**src/hw/rws_pkg.sv**
```systemverilog
package rws_pkg;

  //////////////////////////////////////////////////////////////////////////////
  // clocks and times
  localparam int CORE_CLK_MHZ = 250;
  localparam int REF_CLK_MHZ = 25;
  localparam int REF_LOSS_NS = 200;
  localparam int RST_STRETCH_NS = 100;
  localparam int REF_CNT_W = 6;
  localparam int RST_CNT_W = 5;
  // longest time, rounded down
  localparam logic [REF_CNT_W-1:0] REF_LOSS_CYC = REF_CNT_W'(REF_LOSS_NS * CORE_CLK_MHZ / 1000);
  // least time, rounded up
  localparam logic [RST_CNT_W-1:0] RST_STRETCH_CYC = RST_CNT_W'((RST_STRETCH_NS * CORE_CLK_MHZ + 999) / 1000);

  //////////////////////////////////////////////////////////////////////////////
  // synchronised pin bundle
  localparam int PIN_HW_RST = 0;
  localparam int PIN_CS = 1;
  localparam int PIN_WR = 2;
  localparam int PIN_RD = 3;
  localparam int PIN_XOVER = 4;
  localparam int PIN_SPEED = 5;
  localparam int PIN_REF = 6;
  localparam int PIN_W = 7;
  // ref 0, speed 1, xover 0, strobes idle high, hw reset asserted
  localparam logic [PIN_W-1:0] PIN_RST_VAL = 7'h2E;

  //////////////////////////////////////////////////////////////////////////////
  // reset values and defaults
  localparam logic WRITE_ALLOW_RST = 1'b0;
  localparam logic WAKE_IND_RST = 1'b0;
  localparam logic SPEED_STRAP_RST = 1'b1;
  localparam logic DEF_FULL_DUPLEX = 1'b0;

  typedef enum logic [2:0] {
    RWS_ACTIVE = 3'b001,
    RWS_SLEEP = 3'b010,
    RWS_WAKE = 3'b100
  } rws_pwr_e;

endpackage

```
**src/hw/rws_sync.sv**
```systemverilog
`timescale 1ns/1ns
`default_nettype none

module rws_sync #(
  parameter int W = 1,
  parameter logic [W-1:0] RST_VAL = '0
) (
  // clock and reset
  input wire logic i_core_clk,
  input wire logic i_sys_rst,
  input wire logic i_clk_en,
  // pins
  input wire logic [W-1:0] i_async,
  output logic [W-1:0] o_sync
);

  logic [W-1:0] meta_r;
  logic [W-1:0] meta_nxt;
  logic [W-1:0] sync_r;
  logic [W-1:0] sync_nxt;

  //////////////////////////////////////////////////////////////////////////////
  // two-stage synchroniser
  always_comb begin
    meta_nxt = i_clk_en ? i_async : meta_r;
    sync_nxt = i_clk_en ? meta_r : sync_r;
  end

  always_ff @(posedge i_core_clk or posedge i_sys_rst) begin
    if (i_sys_rst) begin
      meta_r <= RST_VAL;
      sync_r <= RST_VAL;
    end else begin
      meta_r <= meta_nxt;
      sync_r <= sync_nxt;
    end
  end

  assign o_sync = sync_r;

endmodule

`default_nettype wire

```
**src/hw/rws_ctrl.sv**
```systemverilog
`timescale 1ns/1ns
`default_nettype none

module rws_ctrl
  import rws_pkg::*;
(
  // clock and reset
  input wire logic i_core_clk,
  input wire logic i_sys_rst,
  input wire logic i_clk_en,
  // reference oscillator
  input wire logic i_ref_osc_in,
  output logic o_ref_osc_out,
  output logic o_ref_clk_ok,
  // external reset and distributed reset
  input wire logic i_hw_rst_l,
  output logic o_core_rst,
  // host strobes
  input wire logic i_chip_sel_l,
  input wire logic i_write_strobe_l,
  input wire logic i_read_strobe_l,
  output logic o_write_allow,
  output logic o_write_accept,
  output logic o_write_drop,
  // power state
  input wire logic i_sleep_req,
  output logic o_power_save,
  output logic o_wake_done,
  // wake indicator
  input wire logic i_wake_event,
  input wire logic i_wake_en,
  input wire logic i_wake_pol,
  input wire logic i_wake_od,
  input wire logic i_wake_clr,
  output logic o_wake_indicator_o,
  output logic o_wake_indicator_oe_l,
  // straps
  input wire logic i_crossover_auto_strap,
  input wire logic i_speed_strap,
  output logic o_auto_xover_en,
  output logic o_def_speed_100,
  output logic o_def_full_duplex,
  output logic o_def_autoneg
);

  import rws_pkg::*;

  logic [PIN_W-1:0] pin_raw;
  logic [PIN_W-1:0] pin_s;
  logic core_rst_r, core_rst_nxt;
  logic [RST_CNT_W-1:0] rst_cnt_r, rst_cnt_nxt;
  logic rst_release;
  logic rst_now;
  rws_pwr_e state_r, state_nxt;
  logic wr_cyc, rd_cyc, wr_start, rd_start;
  logic wr_cyc_prev_r, wr_cyc_prev_nxt, rd_cyc_prev_r, rd_cyc_prev_nxt;
  logic write_allow_r, write_allow_nxt;
  logic accept_r, accept_nxt, drop_r, drop_nxt;
  logic psave_r, psave_nxt, wake_done_r, wake_done_nxt;
  logic wake_ind_r, wake_ind_nxt, ind_o_r, ind_o_nxt, ind_oe_l_r, ind_oe_l_nxt;
  logic ind_level;
  logic xover_r, xover_nxt, speed_r, speed_nxt;
  logic ref_prev_r, ref_prev_nxt, ref_ok_r, ref_ok_nxt, ref_out_r, ref_out_nxt;
  logic [REF_CNT_W-1:0] ref_cnt_r, ref_cnt_nxt;

  //////////////////////////////////////////////////////////////////////////////
  // pin synchronisers
  assign pin_raw = {i_ref_osc_in, i_speed_strap, i_crossover_auto_strap, i_read_strobe_l,
                    i_write_strobe_l, i_chip_sel_l, i_hw_rst_l};

  rws_sync #(
    .W(PIN_W),
    .RST_VAL(PIN_RST_VAL)
  ) u_sync (
    .i_core_clk(i_core_clk),
    .i_sys_rst(i_sys_rst),
    .i_clk_en(i_clk_en),
    .i_async(pin_raw),
    .o_sync(pin_s)
  );

  //////////////////////////////////////////////////////////////////////////////
  // reset distribution with stretch
  always_comb begin
    rst_cnt_nxt = rst_cnt_r;
    core_rst_nxt = core_rst_r;
    if (!pin_s[PIN_HW_RST]) begin
      rst_cnt_nxt = '0;
      core_rst_nxt = 1'b1;
    end else if (rst_cnt_r != RST_STRETCH_CYC) begin
      rst_cnt_nxt = rst_cnt_r + 1'b1;
      core_rst_nxt = 1'b1;
    end else begin
      core_rst_nxt = 1'b0;
    end
  end

  assign rst_release = core_rst_r && !core_rst_nxt;
  // reset seen this cycle or already distributed
  assign rst_now = core_rst_r || core_rst_nxt;

  // power-on reset holds the chain until the pin reads high
  always_ff @(posedge i_core_clk or posedge i_sys_rst) begin
    if (i_sys_rst) begin
      rst_cnt_r <= '0;
      core_rst_r <= 1'b1;
    end else if (i_clk_en) begin
      rst_cnt_r <= rst_cnt_nxt;
      core_rst_r <= core_rst_nxt;
    end
  end

  //////////////////////////////////////////////////////////////////////////////
  // host strobes, write gate and power state
  assign wr_cyc = !pin_s[PIN_CS] && !pin_s[PIN_WR];
  assign rd_cyc = !pin_s[PIN_CS] && !pin_s[PIN_RD];
  assign wr_start = wr_cyc && !wr_cyc_prev_r;
  assign rd_start = rd_cyc && !rd_cyc_prev_r;

  always_comb begin
    state_nxt = state_r;
    write_allow_nxt = write_allow_r;
    wr_cyc_prev_nxt = wr_cyc;
    rd_cyc_prev_nxt = rd_cyc;
    accept_nxt = 1'b0;
    drop_nxt = 1'b0;
    wake_done_nxt = 1'b0;
    case (state_r)
      RWS_ACTIVE: begin
        if (i_sleep_req) begin
          state_nxt = RWS_SLEEP;
          write_allow_nxt = 1'b0;
        end else if (rd_start) begin
          write_allow_nxt = 1'b1;
        end
        accept_nxt = wr_start && write_allow_r;
        drop_nxt = wr_start && !write_allow_r;
      end
      RWS_SLEEP: begin
        write_allow_nxt = 1'b0;
        // only a write cycle or a reset leaves sleep, any address and data
        if (wr_start) begin
          state_nxt = RWS_WAKE;
        end
        drop_nxt = wr_start;
      end
      RWS_WAKE: begin
        state_nxt = RWS_ACTIVE;
        write_allow_nxt = 1'b0;
        wake_done_nxt = 1'b1;
        drop_nxt = wr_start;
      end
      default: begin
        state_nxt = RWS_ACTIVE;
        write_allow_nxt = WRITE_ALLOW_RST;
      end
    endcase
    psave_nxt = (state_nxt == RWS_SLEEP);
    if (rst_now) begin
      state_nxt = RWS_ACTIVE;
      write_allow_nxt = WRITE_ALLOW_RST;
      accept_nxt = 1'b0;
      drop_nxt = 1'b0;
      wake_done_nxt = 1'b0;
      psave_nxt = 1'b0;
    end
  end

  always_ff @(posedge i_core_clk or posedge i_sys_rst) begin
    if (i_sys_rst) begin
      state_r <= RWS_ACTIVE;
      write_allow_r <= WRITE_ALLOW_RST;
      wr_cyc_prev_r <= 1'b0;
      rd_cyc_prev_r <= 1'b0;
      accept_r <= 1'b0;
      drop_r <= 1'b0;
      psave_r <= 1'b0;
      wake_done_r <= 1'b0;
    end else if (i_clk_en) begin
      state_r <= state_nxt;
      write_allow_r <= write_allow_nxt;
      wr_cyc_prev_r <= wr_cyc_prev_nxt;
      rd_cyc_prev_r <= rd_cyc_prev_nxt;
      accept_r <= accept_nxt;
      drop_r <= drop_nxt;
      psave_r <= psave_nxt;
      wake_done_r <= wake_done_nxt;
    end
  end

  //////////////////////////////////////////////////////////////////////////////
  // wake indicator, set wins over clear
  always_comb begin
    wake_ind_nxt = wake_ind_r;
    if (i_wake_event && i_wake_en) begin
      wake_ind_nxt = 1'b1;
    end else if (i_wake_clr) begin
      wake_ind_nxt = 1'b0;
    end
    if (rst_now) begin
      wake_ind_nxt = WAKE_IND_RST;
    end
    ind_level = wake_ind_nxt ~^ i_wake_pol;
    ind_o_nxt = i_wake_od ? 1'b0 : ind_level;
    ind_oe_l_nxt = i_wake_od ? ind_level : 1'b0;
  end

  always_ff @(posedge i_core_clk or posedge i_sys_rst) begin
    if (i_sys_rst) begin
      wake_ind_r <= WAKE_IND_RST;
      ind_o_r <= 1'b0;
      ind_oe_l_r <= 1'b1;
    end else if (i_clk_en) begin
      wake_ind_r <= wake_ind_nxt;
      ind_o_r <= ind_o_nxt;
      ind_oe_l_r <= ind_oe_l_nxt;
    end
  end

  //////////////////////////////////////////////////////////////////////////////
  // straps and reference clock watch
  always_comb begin
    xover_nxt = core_rst_r ? 1'b0 : pin_s[PIN_XOVER];
    speed_nxt = rst_release ? pin_s[PIN_SPEED] : speed_r;
    ref_prev_nxt = pin_s[PIN_REF];
    ref_out_nxt = !pin_s[PIN_REF];
    if (pin_s[PIN_REF] != ref_prev_r) begin
      ref_cnt_nxt = '0;
    end else if (ref_cnt_r != REF_LOSS_CYC) begin
      ref_cnt_nxt = ref_cnt_r + 1'b1;
    end else begin
      ref_cnt_nxt = ref_cnt_r;
    end
    ref_ok_nxt = (ref_cnt_nxt != REF_LOSS_CYC);
  end

  always_ff @(posedge i_core_clk or posedge i_sys_rst) begin
    if (i_sys_rst) begin
      xover_r <= 1'b0;
      speed_r <= SPEED_STRAP_RST;
      ref_prev_r <= 1'b0;
      ref_out_r <= 1'b1;
      ref_cnt_r <= '0;
      ref_ok_r <= 1'b0;
    end else if (i_clk_en) begin
      xover_r <= xover_nxt;
      speed_r <= speed_nxt;
      ref_prev_r <= ref_prev_nxt;
      ref_out_r <= ref_out_nxt;
      ref_cnt_r <= ref_cnt_nxt;
      ref_ok_r <= ref_ok_nxt;
    end
  end

  //////////////////////////////////////////////////////////////////////////////
  // outputs
  assign o_ref_osc_out = ref_out_r;
  assign o_ref_clk_ok = ref_ok_r;
  assign o_core_rst = core_rst_r;
  assign o_write_allow = write_allow_r;
  assign o_write_accept = accept_r;
  assign o_write_drop = drop_r;
  assign o_power_save = psave_r;
  assign o_wake_done = wake_done_r;
  assign o_wake_indicator_o = ind_o_r;
  assign o_wake_indicator_oe_l = ind_oe_l_r;
  assign o_auto_xover_en = xover_r;
  assign o_def_speed_100 = speed_r;
  assign o_def_autoneg = speed_r;
  assign o_def_full_duplex = DEF_FULL_DUPLEX;
endmodule

`default_nettype wire

```
**config.mk**
```make
export PLATFORM = sky130hd
export DESIGN_NAME = rws_ctrl
export DESIGN_NICKNAME = d
export VERILOG_FILES = /design/src/hw/rws_pkg.sv /design/src/hw/rws_sync.sv /design/src/hw/rws_ctrl.sv
export SDC_FILE = /design/constraint.sdc
export NUM_CORES = 1
export LEC_CHECK = 0
export BUFFER_PORTS_ARGS = -buffer_cell sky130_fd_sc_hd__buf_2
export CAP_MARGIN = 30
export CORE_MARGIN = 2
export CORE_UTILIZATION = 32
export CTS_CLUSTER_DIAMETER = 150
export CTS_CLUSTER_SIZE = 16
export DETAILED_ROUTE_END_ITERATION = 12
export PLACE_DENSITY = 0.55
export RECOVER_POWER = 50
export SKIP_LAST_GASP = 1
export SYNTH_ARGS = -nofsm -noshare
export SYNTH_HDL_FRONTEND = slang
export SYNTH_SLANG_ARGS = --single-unit
```
**constraint.sdc**
```tcl
create_clock -name i_core_clk -period 2.7 [get_ports i_core_clk]
set_input_delay 0.27 -clock i_core_clk [delete_from_list [all_inputs] [get_ports i_core_clk]]
set_output_delay 0.27 -clock i_core_clk [all_outputs]
set_load 0.005 [all_outputs]
```
# --- Yosys cells after proc, flatten, opt, wreduce, memory -nomap -nowiden ---
# Cells that the tools add are included.
op_classes:
  addsub: 2
  eq_ne: 10
  n_mux: 27
  n_bitwise: 1
  n_reduce_logical: 21
ops:
  columns: ["op", "count"]
  rows:
  - ["$mux W1", 18]
  - ["$mux W6", 2]
  - ["$ne A6 B6 Y1 const B", 2]
  - ["$mux W5", 2]
  - ["$mux W3", 3]
  - ["$logic_and A1 B1 Y1", 8]
  - ["$logic_not A1 Y1", 8]
  - ["$add A6 B1 Y6 const B", 1]
  - ["$eq A3 B2 Y1 const B", 2]
  - ["$pmux W3 S2", 1]
  - ["$reduce_and A2 Y1", 3]
  - ["$add A5 B1 Y5 const B", 1]
  - ["$ne A5 B5 Y1 const B", 1]
  - ["$ne A4 B4 Y1 const B", 1]
  - ["$eq A3 B1 Y1 const B", 1]
  - ["$eq A3 B3 Y1 const B", 1]
  - ["$ne A2 B2 Y1 const B", 1]
  - ["$pmux W1 S2", 1]
  - ["$reduce_or A2 Y1", 1]
  - ["$logic_or A1 B1 Y1", 1]
  - ["$ne A1 B1 Y1", 1]
  - ["$xnor A1 B1 Y1", 1]
totals:
  ff_bits: 44
  input_bits: 16
  out_inout_bits: 14
  word_cells: 82

# --- Longest topological paths before layout ---
# Gate-level depths: netlist (run 1).
depth:
  depth_word: 7
  ltp_mapped: 6
  ltp_nobuf: 6

# --- By module ---
# From an unflattened synthesis (run 1), not the netlist that was laid out.
unflattened:
  hier_cells: 191
  area_unflattened_um2: 2119.5
modules_own_cells:
  columns: ["module", "n_inst", "cells_each", "area_per_inst_um2", "seq_area_each_um2"]
  rows:
  - ["rws_ctrl", 1, 161, 1586.5, 757.0]
  - ["rws_sync", 1, 30, 533.0, 360.3]

# --- Worst setup path after synthesis (run 1) ---
# Ideal clock, no wire load.
synth_path:
  path_type: "reg-to-reg"
  from: "register rst_cnt_r[1]"
  to: "register state_r[0]"
  arrival_time_ps: 1556
  t_required_ps: 2618
  path_slack_ps: 1062
  path_stages_with_launch: 7
  synth_period_minus_slack_ps: 1638
  cell_sequence: "dfrtp_1 -> inv_1 -> ha_1 -> and4b_1 -> nand3_2 -> or3_4 -> mux2_4"
synth_via:
  elab_chain_len: 5
synth_lines:
  columns: ["element", "line", "rtl"]
  rows:
  - ["start: declaration", "rws_ctrl.sv:51", "logic [RST_CNT_W-1:0] rst_cnt_r, rst_cnt_nxt;"]
  - ["start signal: assignment", "rws_ctrl.sv:108", "rst_cnt_r <= rst_cnt_nxt;"]
  - ["$ne A5 B5 Y1", "rws_ctrl.sv:90", "end else if (rst_cnt_r != RST_STRETCH_CYC) begin"]
  - ["$mux W1", "rws_ctrl.sv:90", null]
  - ["$mux W1", "rws_ctrl.sv:87", "if (!pin_s[PIN_HW_RST]) begin"]
  - ["$logic_or A1 B1 Y1", "rws_ctrl.sv:100", "assign rst_now = core_rst_r || core_rst_nxt;"]
  - ["$mux W3", "rws_ctrl.sv:159", "if (rst_now) begin"]
  - ["end signal: assignment", "rws_ctrl.sv:180", "state_r <= state_nxt;"]
  - ["end: declaration", "rws_ctrl.sv:54", "rws_pwr_e state_r, state_nxt;"]
# Every way passes these cells.
# A chain may end at the register's enable or synchronous reset.

# --- Worst setup path after layout (run 1) ---
layout_path:
  from: "input port i_clk_en"
  to: "register rst_cnt_r[3]"
layout_via:
  elab_chain_len: 1
layout_lines:
  columns: ["element", "line", "rtl"]
  rows:
  - ["start: declaration", "rws_ctrl.sv:10", "input wire logic i_clk_en,"]
  - ["$reduce_and A2 Y1 (no source line)", null, null]
# Every way passes these cells.

==> metrics.txt, run 1 <==
startpoint types=input port; Clock Skew=0.00874 ns; I/O pin count=30; Yosys top cell area share=36.3%; Starting Density=33.4%; buffers added on ports=28; post-route minimum period=2.03 ns; global-route wire length before repair=7.29 mm; pin count of the biggest net entering global routing=22; initial antenna violation count=0; RePlAce Congestion=0.793; H-Tree Depth=2; vias in the first global route=1,500; final hold violation count=0; unrepaired setup endpoints after global routing=no; Post-synth EDFFs=0; Max stage delay on crit path=0.66 ns; Post-DRT Antenna Nets=0; ranking of synthesized cells by area=dfrtp_1, dfstp_2, mux2_2; top cells by count, synth=dfrtp_1, nand2_1, o21ai_0; Synth Instances=195; reg-to-reg slack, setup=0.91 ns; Avg Inst Size Synth=10.9 um2; Max Freq=492 MHz; full die area=0.00734 mm2; die span in y=85.7 um; worst skew pair latency=0.30 ns; wire per inst=13.9 um; synthesized flop and latch total=44; aggregate global-route resource usage=12.6%; Vias=1,519; CTS Buf Count=5; Reg clk slew, reported paths=0.09 ns; Buffers & Inverters on Critical Path=2; WS Path Type=input port to register; CP max FO=17; most common cell in the netlist=dfrtp_1; Root Driver=clkbuf_8; DP HPWL=2.98 mm; pwr/cell area=704 mW/mm2; final routed DRC violation total=0; Synthesized Nets=215; Hold Crit Depth=2; grt ovf=0; clock buffer depth=2; Largest delay share family, worst path=buffers and inverters; critical-path cell list=clkbuf_1, clkbuf_1, o21ai_0, o21ai_0, o31ai_1; Worst R2R Path Depth=6; status=finished, final reports clean; setup TNS=0 ns; synth unique cells=47; clk sink count=44; Layout Nets=247; placement row count=29; Rel. slew slack=37.3%; Post-synth ARST share=100%; Ys Warns=0; fin crit share=75.3%; CTS tree=yes; Worst Hold Class=input port to register; Slew Viols, Final=0; CP Data Required Time=2.89 ns; Synth-to-Final Area Change=17.6%; core area=0.00639 mm2; Setup violations, final=0; slowest stage cell, crit path=clkbuf_1; max_cap viols=0; mapped cell area=0.00213 mm2; vias per cell=4.98; Die Wd=85.7 um; initial drt markers=103; hold path startpoint=i_wake_od; final WL=4.23 mm; Placement Setup Slack=0.924 ns; worst slew pin tran=0.941 ns; layout cells sized above 1=31.6%; post-route setup slack=0.666 ns; largest area contributor in the netlist=dfrtp_1; Worst EP arrival=2.22 ns; worst ir drop on vdd=314 uV; Synth Flop Type=dfrtp_1; R2R Path Start=rst_cnt_r[1]$_DFFE_PP0P_; CP endpoint kind=register; cell leakage power=1.08 nW; R2R Path End=state_r[0]$_DFFE_PP1P_; Min-Delay Endpoint=o_wake_indicator_o$_DFFE_PP0P_; Fill cells=628; diode count=0; sequential share of the synthesized area=52.3%; TritonRoute pass-1 iters=4
[logic make-up after synthesis]
group / share of synthesized area (%)
and+or+nand+nor: 14.8
AOI/OAI and AO/OA: 15.5
DFF: 52.3
buffers and inverters: 4.04
muxes: 9.09
adders and majority gates: 2.34
xor gates and xnor gates: 1.64
other: 0.176
[report_power, final]
| part | total (mW) | internal (mW) | leakage, nW | switching [mW] |
|---|---|---|---|---|
| registers | 0.827 | 0.744 | 0.541 | 0.0831 |
| logic | 0.242 | 0.116 | 0.458 | 0.126 |
| clock network | 0.699 | 0.463 | 0.0784 | 0.236 |
| total | 1.77 | 1.32 | 1.08 | 0.446 |
[timing repair]
action / CTS / global route
gates resized for setup: 0 / 0
hold buffers: 1 / 0
endpoints found under the hold margin: 5 / 0
setup buffers: 0 / 0
[worst max-delay path by stage]
stage | from | cells after the start | end
floorplan | rst_cnt_r[1]$_DFFE_PP0P_ | 6 | state_r[0]$_DFFE_PP1P_
global placement | rst_cnt_r[1]$_DFFE_PP0P_ | 6 | state_r[0]$_DFFE_PP1P_
detailed placement | rst_cnt_r[1]$_DFFE_PP0P_ | 6 | state_r[0]$_DFFE_PP1P_
CTS | rst_cnt_r[1]$_DFFE_PP0P_ | 6 | state_r[0]$_DFFE_PP1P_
global route | i_clk_en | 5 | rst_cnt_r[3]$_DFFE_PP0P_
finish | i_clk_en | 5 | rst_cnt_r[3]$_DFFE_PP0P_
[cells in the final DEF (no fill, tap or decap), types with 4 or more instances in the layout]
master	n
nor3_1	4
nand3_1	9
nor2_1	5
clkbuf_1	6
o31ai_1	5
nand2_1	20
inv_1	9
dfrtp_1	31
buf_2	26
dfstp_2	13
o21ai_0	17
nand2b_1	4
mux2_2	15
ha_1	4
clkbuf_8	5
o2bb2ai_1	8
[through the flow]
| stage | hold slack (ns) | utilization (%) | area (um2) | cells | power [mW] |
|---|---|---|---|---|---|
| 5_1_grt | 0.153 | 39.3 | 2510 | 305 | 1.87 |
| 4_1_cts | 0.148 | 39.9 | 2550 | 305 | 1.80 |
| 3_3_place_gp | 0.406 | 36.8 | 2350 | 295 | 1.08 |
| 6_report | 0.165 | 39.3 | 2510 | 305 | 1.77 |
| 2_1_floorplan | 0.368 | - | 2130 | 195 | 1.01 |
| 3_5_place_dp | 0.247 | 37.3 | 2380 | 296 | 1.09 |
[routing by layer]
metal | track usage, % | wire length, um | vias to the layer above
li1 | - | - | 760
met1 | 17.3 | 2110 | 726
met2 | 19.0 | 1880 | 26
met4 | 4.76 | 70 | 0
met5 | 0 | 0 | -
met3 | 3.27 | 168 | 7
[state kept, by name (all words and copies together) (netlist names), 3 cells and up]
name	count
rst_cnt_r	5
u_sync.meta_r	7
u_sync.o_sync	7
state_r	3
ref_cnt_r	6
[area by class of cell]
cell class	instances	area, um2	share of cell area (%)
timing repair buffer	34	170	6.78
multi-input combinational	132	931	37.1
sequential	44	1120	44.5
tap	77	96.3	3.84
clock inverter	3	90.1	3.59
clock buffer	5	68.8	2.74
inverter	10	37.5	1.49
(Power assumes the default switching activity.)
==> run 2: changes to the inputs <==
PLACE_DENSITY = 0.56   (was 0.55)
clock period = 1.75 ns   (was 2.7 ns; I/O delays follow)
==> run 2 against run 1 <==
Compared with the run above: setup slack lost 0.57 ns; via count fell by 0.33%; worst hold slack got worse by 0.088 ns; critical path depth increased by 1; global-route usage fell by 0.68 points; critical endpoint is now state_r[0]$_DFFE_PP1P_.
==> metrics.txt, run 2 (synthesis gave the netlist of run 1 again) <==
aggregate global-route resource usage=11.9% (-0.68 points); most frequent cells in the layout=dfrtp_1, buf_2, nand2_1; clock buffer depth=2 (unchanged); reg-to-reg slack, setup=0.1 ns (-0.81 ns); worst ir drop on vdd=423 uV (+35%); RePlAce Congestion=0.769 (-3.0%); Layout Nets=248 (+0.40%); vias per cell=4.95 (-0.65%); status=finished, final reports clean; Min-Delay Endpoint=o_wake_indicator_o$_DFFE_PP0P_; I/O pin count=30 (unchanged); die span in y=85.7 um (unchanged); pin count of the biggest net entering global routing=45 (+100%); Reg clk slew, reported paths=0.09 ns (about the same); placement row count=29 (unchanged); most common cell after layout, fill and taps aside=dfrtp_1; TritonRoute pass-1 iters=4 (unchanged); pwr/cell area=984 mW/mm2 (+40%); CP Data Required Time=1.98 ns (-0.91 ns); Starting Density=33.4% (unchanged); startpoint types=register; register area=0.00112 mm2 (unchanged); clk sink count=44 (unchanged); final WL=4.12 mm (-2.7%); worst slew pin tran=1.07 ns (+0.125 ns); global-route wire length before repair=6.86 mm (-6.0%); wire per inst=13.5 um (-3.0%); Vias=1,514 (-0.33%); Resize count post-CTS=0 (unchanged); Worst R2R Path Depth=6 (unchanged); R2R Path Start=rst_cnt_r[1]$_DFFE_PP0P_; Worst EP arrival=1.88 ns (-0.34 ns); Max Freq=605 MHz; hold path startpoint=i_wake_od; final hold violation count=0 (unchanged); WS Path Type=register to register; Max stage delay on crit path=0.41 ns (-0.25 ns); vias in the first global route=1,420 (-5.3%); initial antenna violation count=0 (unchanged); R2R Path End=state_r[0]$_DFFE_PP1P_; worst skew pair latency=0.30 ns (about the same); CP max FO=4 (-13); Slew Viols, Final=0 (unchanged); buffers added on ports=28 (unchanged); Root Driver=clkbuf_8; Rel. slew slack=28.9% (-8.4 points); Clock Skew=0.00802 ns (-0.000725 ns); CTS tree=yes; DP HPWL=2.90 mm (-2.7%); slowest stage cell, crit path=dfrtp_1; area occupied by multi-input gates=931 um2 (unchanged); critical-path cell list=inv_1, ha_1, and4b_1, nand3_2, or3_4, mux2_4; cell leakage power=1.07 nW (-0.53%); core area=0.00639 mm2 (unchanged); initial drt markers=60 (-42%); full die area=0.00734 mm2 (unchanged); layout cells sized above 1=33.2% (+1.6 points); Hold Crit Depth=2 (unchanged); CP endpoint kind=register; Die Wd=85.7 um (unchanged); post-route setup slack=0.0982 ns (-0.568 ns); CTS Buf Count=5 (unchanged); max_cap viols=0 (unchanged); unrepaired setup endpoints after global routing=no; Post-DRT Antenna Nets=0 (unchanged); final routed DRC violation total=0 (unchanged); Worst Hold Class=input port to register; fin crit share=94.4%; setup TNS=0 ns (unchanged); H-Tree Depth=2 (unchanged); diode count=0 (unchanged); grt ovf=0 (unchanged); post-route minimum period=1.65 ns; Synth-to-Final Area Change=16.4%; Fill cells=655 (+4.3%); Setup violations, final=0 (unchanged); Placement Setup Slack=0.0894 ns (-0.835 ns)
-- run 2: metal layers --
layer	vias up	wire length, um	global-route usage, %
met3	7	129	3.18
li1	761	-	-
met5	-	0	0
met2	25	1940	18.6
met4	0	70	4.76
met1	721	1980	15.7
-- run 2: how the worst max path moves through the flow --
stage                                   startpoint                        end  slack, ns
after global routing      rst_cnt_r[1]$_DFFE_PP0P_  o_write_allow$_DFFE_PP0P_      0.005
after CTS                 rst_cnt_r[1]$_DFFE_PP0P_     state_r[0]$_DFFE_PP1P_       0.08
after global placement    rst_cnt_r[1]$_DFFE_PP0P_     state_r[0]$_DFFE_PP1P_       0.12
after floorplan           rst_cnt_r[1]$_DFFE_PP0P_     state_r[0]$_DFFE_PP1P_       0.11
final                     rst_cnt_r[1]$_DFFE_PP0P_     state_r[0]$_DFFE_PP1P_        0.1
after detailed placement  rst_cnt_r[1]$_DFFE_PP0P_     state_r[0]$_DFFE_PP1P_       0.09
-- run 2: layout make-up --
class | instances | area share (%)
clock inverters | 3 | 1.86
repair buffers | 35 | 7.55
inverters | 10 | 1.51
clock buffers | 5 | 2.77
well taps | 77 | 3.88
multi-input cells | 132 | 37.5
flip-flops and latches | 44 | 45.0
-- run 2: what timing repair did --
item / in CTS / in global routing
buffers inserted: 0 / 0
endpoints found under the hold margin: 31 / 0
hold buffers: 1 / 0
endpoints found under the setup margin: 0 / 0
-- run 2: through the flow --
| step | hold WS (ns) | util [%] | cell area [um2] | std cells | power, mW |
|---|---|---|---|---|---|
| final | 0.0769 | 38.9 | 2480 | 306 | 2.45 |
| after floorplan | 0.273 | - | 2130 | 195 | 1.55 |
| after detailed placement | 0.229 | 37.3 | 2380 | 297 | 1.67 |
| after global placement | 0.231 | 37.3 | 2380 | 297 | 1.66 |
| after global routing | 0.0659 | 38.9 | 2480 | 306 | 2.59 |
| after CTS | 0.0661 | 39.2 | 2500 | 306 | 2.49 |
-- run 2: critical path: cells and delay by family (launching register included) --
kind / cells / cell delay, ns
mux: 1 / 0.26
flops: 1 / 0.41
simple gates: 3 / 0.71
buf+inv: 1 / 0.06
fa+ha+maj: 1 / 0.14
-- run 2: power breakdown --
part	leakage, nW	internal, mW	switching [mW]
clock	0.0548	0.430	0.373
combinational	0.476	0.182	0.186
sequential	0.541	1.15	0.128
total	1.07	1.76	0.687
==> run 3: changes to the inputs <==
CORE_ASPECT_RATIO = 1.1   (was unset)
==> run 3 against run 2 <==
Compared with the run above: fmax is 0.86% lower; highest routed layer unchanged; register-to-register slack hardly changed; critical path depth stayed put; sequential power hardly changed; worst hold slack worse by 0.0072 ns; non-clock buffer count is 3 higher; sequential share of layout area is 0.43 points lower; setup slack worse by 0.014 ns; power is 0.29% lower; combinational power is 7.9% higher.
==> metrics.txt, run 3 (synthesis gave the netlist of run 1 again) <==
cell leakage power=1.09 nW (+2.1%); Placed Cells=304 (+2.4%); full die area=0.00734 mm2 (about the same); CP endpoint kind=register; core area=0.00652 mm2 (+2.0%); Psw=0.673 mW (-2.0%); clk sink count=44 (unchanged); clock buffer depth=2 (unchanged); hold slack=0.0697 ns (-0.00721 ns); Comb power frac=16.3% (+1.2 points); DP Area=0.00239 mm2 (+0.37%); DP HPWL=3.06 mm (+5.4%); CTS tree=yes; post-route setup slack=0.0840 ns (-0.0143 ns); Slew Viols, Final=0 (unchanged); final WL=4.24 mm (+3.0%); Worst Hold Class=input port to register; final core occ=38.5% (-0.41 points); Placement Setup Slack=0.0905 ns (+0.00110 ns); Starting Density=32.8% (-0.67 points); sw frac=27.6% (-0.48 points); diode count=0 (unchanged); design area=0.00251 mm2 (+0.96%); Synth-to-Final Area Change=17.5%; buffers added on ports=28 (unchanged); placement row count=31 (+6.9%); vias in the first global route=1,487 (+4.7%); pin count of the biggest net entering global routing=45 (unchanged); pwr/cell area=972 mW/mm2 (-1.2%); Reg clk slew, reported paths=0.09 ns (about the same); vias per cell=4.87 (-1.5%); Rel. slew slack=27.5% (-1.4 points); Layout Nets=251 (+1.2%); CP Data Required Time=1.98 ns (about the same); CTS Buf Count=5 (unchanged); Root Driver=clkbuf_8; Die Wd=81.9 um (-4.4%); Design Power=2.44 mW (-0.29%); worst skew pair latency=0.30 ns (about the same); Setup violations, final=0 (unchanged); worst ir drop on vdd=463 uV (+9.3%); setup TNS=0 ns (unchanged); CP max FO=3 (-1); Max Freq=600 MHz (-0.86%); max_cap viols=0 (unchanged); clock share of power=31.7% (-1.2 points); RePlAce Congestion=0.838 (+9.0%); aggregate global-route resource usage=12.7% (+0.87 points); Worst EP arrival=1.90 ns (+0.02 ns); I/O pin count=30 (unchanged); grt ovf=0 (unchanged); global-route wire length before repair=7.03 mm (+2.5%); H-Tree Depth=2 (unchanged); final hold violation count=0 (unchanged); most common cell after layout, fill and taps aside=dfrtp_1; startpoint types=register; Clock Skew=0.0146 ns (+0.00656 ns); initial drt markers=87 (+45%); layout cells sized above 1=34.5% (+1.3 points); wire per inst=13.5 um (+0.34%); die span in y=89.7 um (+4.7%); final routed DRC violation total=0 (unchanged); Post-DRT Antenna Nets=0 (unchanged); Hold Buf Count CTS=0 (-1); initial antenna violation count=0 (unchanged); fin crit share=95.2% (+0.82 points); most frequent cells in the layout=dfrtp_1, buf_2, nand2_1; Reg power frac=52.0% (about the same); Vias=1,530 (+1.1%); TritonRoute pass-1 iters=4 (unchanged); Final Non-Filler Cells=314 (+2.6%); post-route minimum period=1.67 ns (+0.0143 ns); status=finished, final reports clean; worst slew pin tran=1.09 ns (+0.0211 ns); WS Path Type=register to register; Int Pwr=1.76 mW (+0.38%)
run 3: repair_timing:
action | CTS | global route
endpoints found under the hold margin | 0 | 0
gates resized for setup | 0 | 0
setup endpoints to repair | 0 | 1
buffers inserted | 0 | 2
run 3: area by class of cell:
| type | instances | area [um2] |
|---|---|---|
| Tap cell | 82 | 103 |
| Sequential cell | 44 | 1120 |
| Timing Repair Buffer | 38 | 213 |
| Inverter | 10 | 37.5 |
| Clock inverter | 2 | 35.0 |
| Clock buffer | 6 | 72.6 |
| Fill cell | 662 | 4010 |
| Multi-Input combinational cell | 132 | 931 |
run 3: metal layers:
metal	vias to the layer above	wire length (um)	global-route usage, %
li1	771	-	-
met1	728	2110	17.0
met2	27	1940	19.8
met3	4	148	3.60
met4	0	38	4.55
met5	-	0	0
run 3: final timing paths:
kind	start	to	slack, ns	cells past startpoint
max	rst_cnt_r[1]$_DFFE_PP0P_	state_r[0]$_DFFE_PP1P_	0.08	6
min	i_sleep_req	o_write_allow$_DFFE_PP0P_	0.07	2
max reg2reg	rst_cnt_r[1]$_DFFE_PP0P_	state_r[0]$_DFFE_PP1P_	0.08	6
min reg2reg	u_sync.meta_r[0]$_DFFE_PP0P_	u_sync.o_sync[0]$_DFFE_PP0P_	0.48	2
max in group asynchronous	i_sys_rst	u_sync.meta_r[6]$_DFFE_PP0P_	0.87	3
min in group asynchronous	i_sys_rst	wake_ind_r$_DFFE_PP0P_	0.21	3
run 3: power groups by stage:
stage                     Combinational, mW  Sequential [mW]  Clock (mW)
after global placement                0.383             1.29           0
final                                 0.397             1.27       0.774
after CTS                             0.392             1.27       0.794
after floorplan                       0.309             1.25           0
after detailed placement              0.389             1.29           0
after global routing                  0.451             1.29       0.844
run 3: critical path, cell delays in order, from the launching register on:
cell     delay (ns)
dfrtp_1        0.40
inv_1          0.07
ha_1           0.15
and4b_1        0.24
nand3_2        0.10
or3_4          0.39
mux2_4         0.26
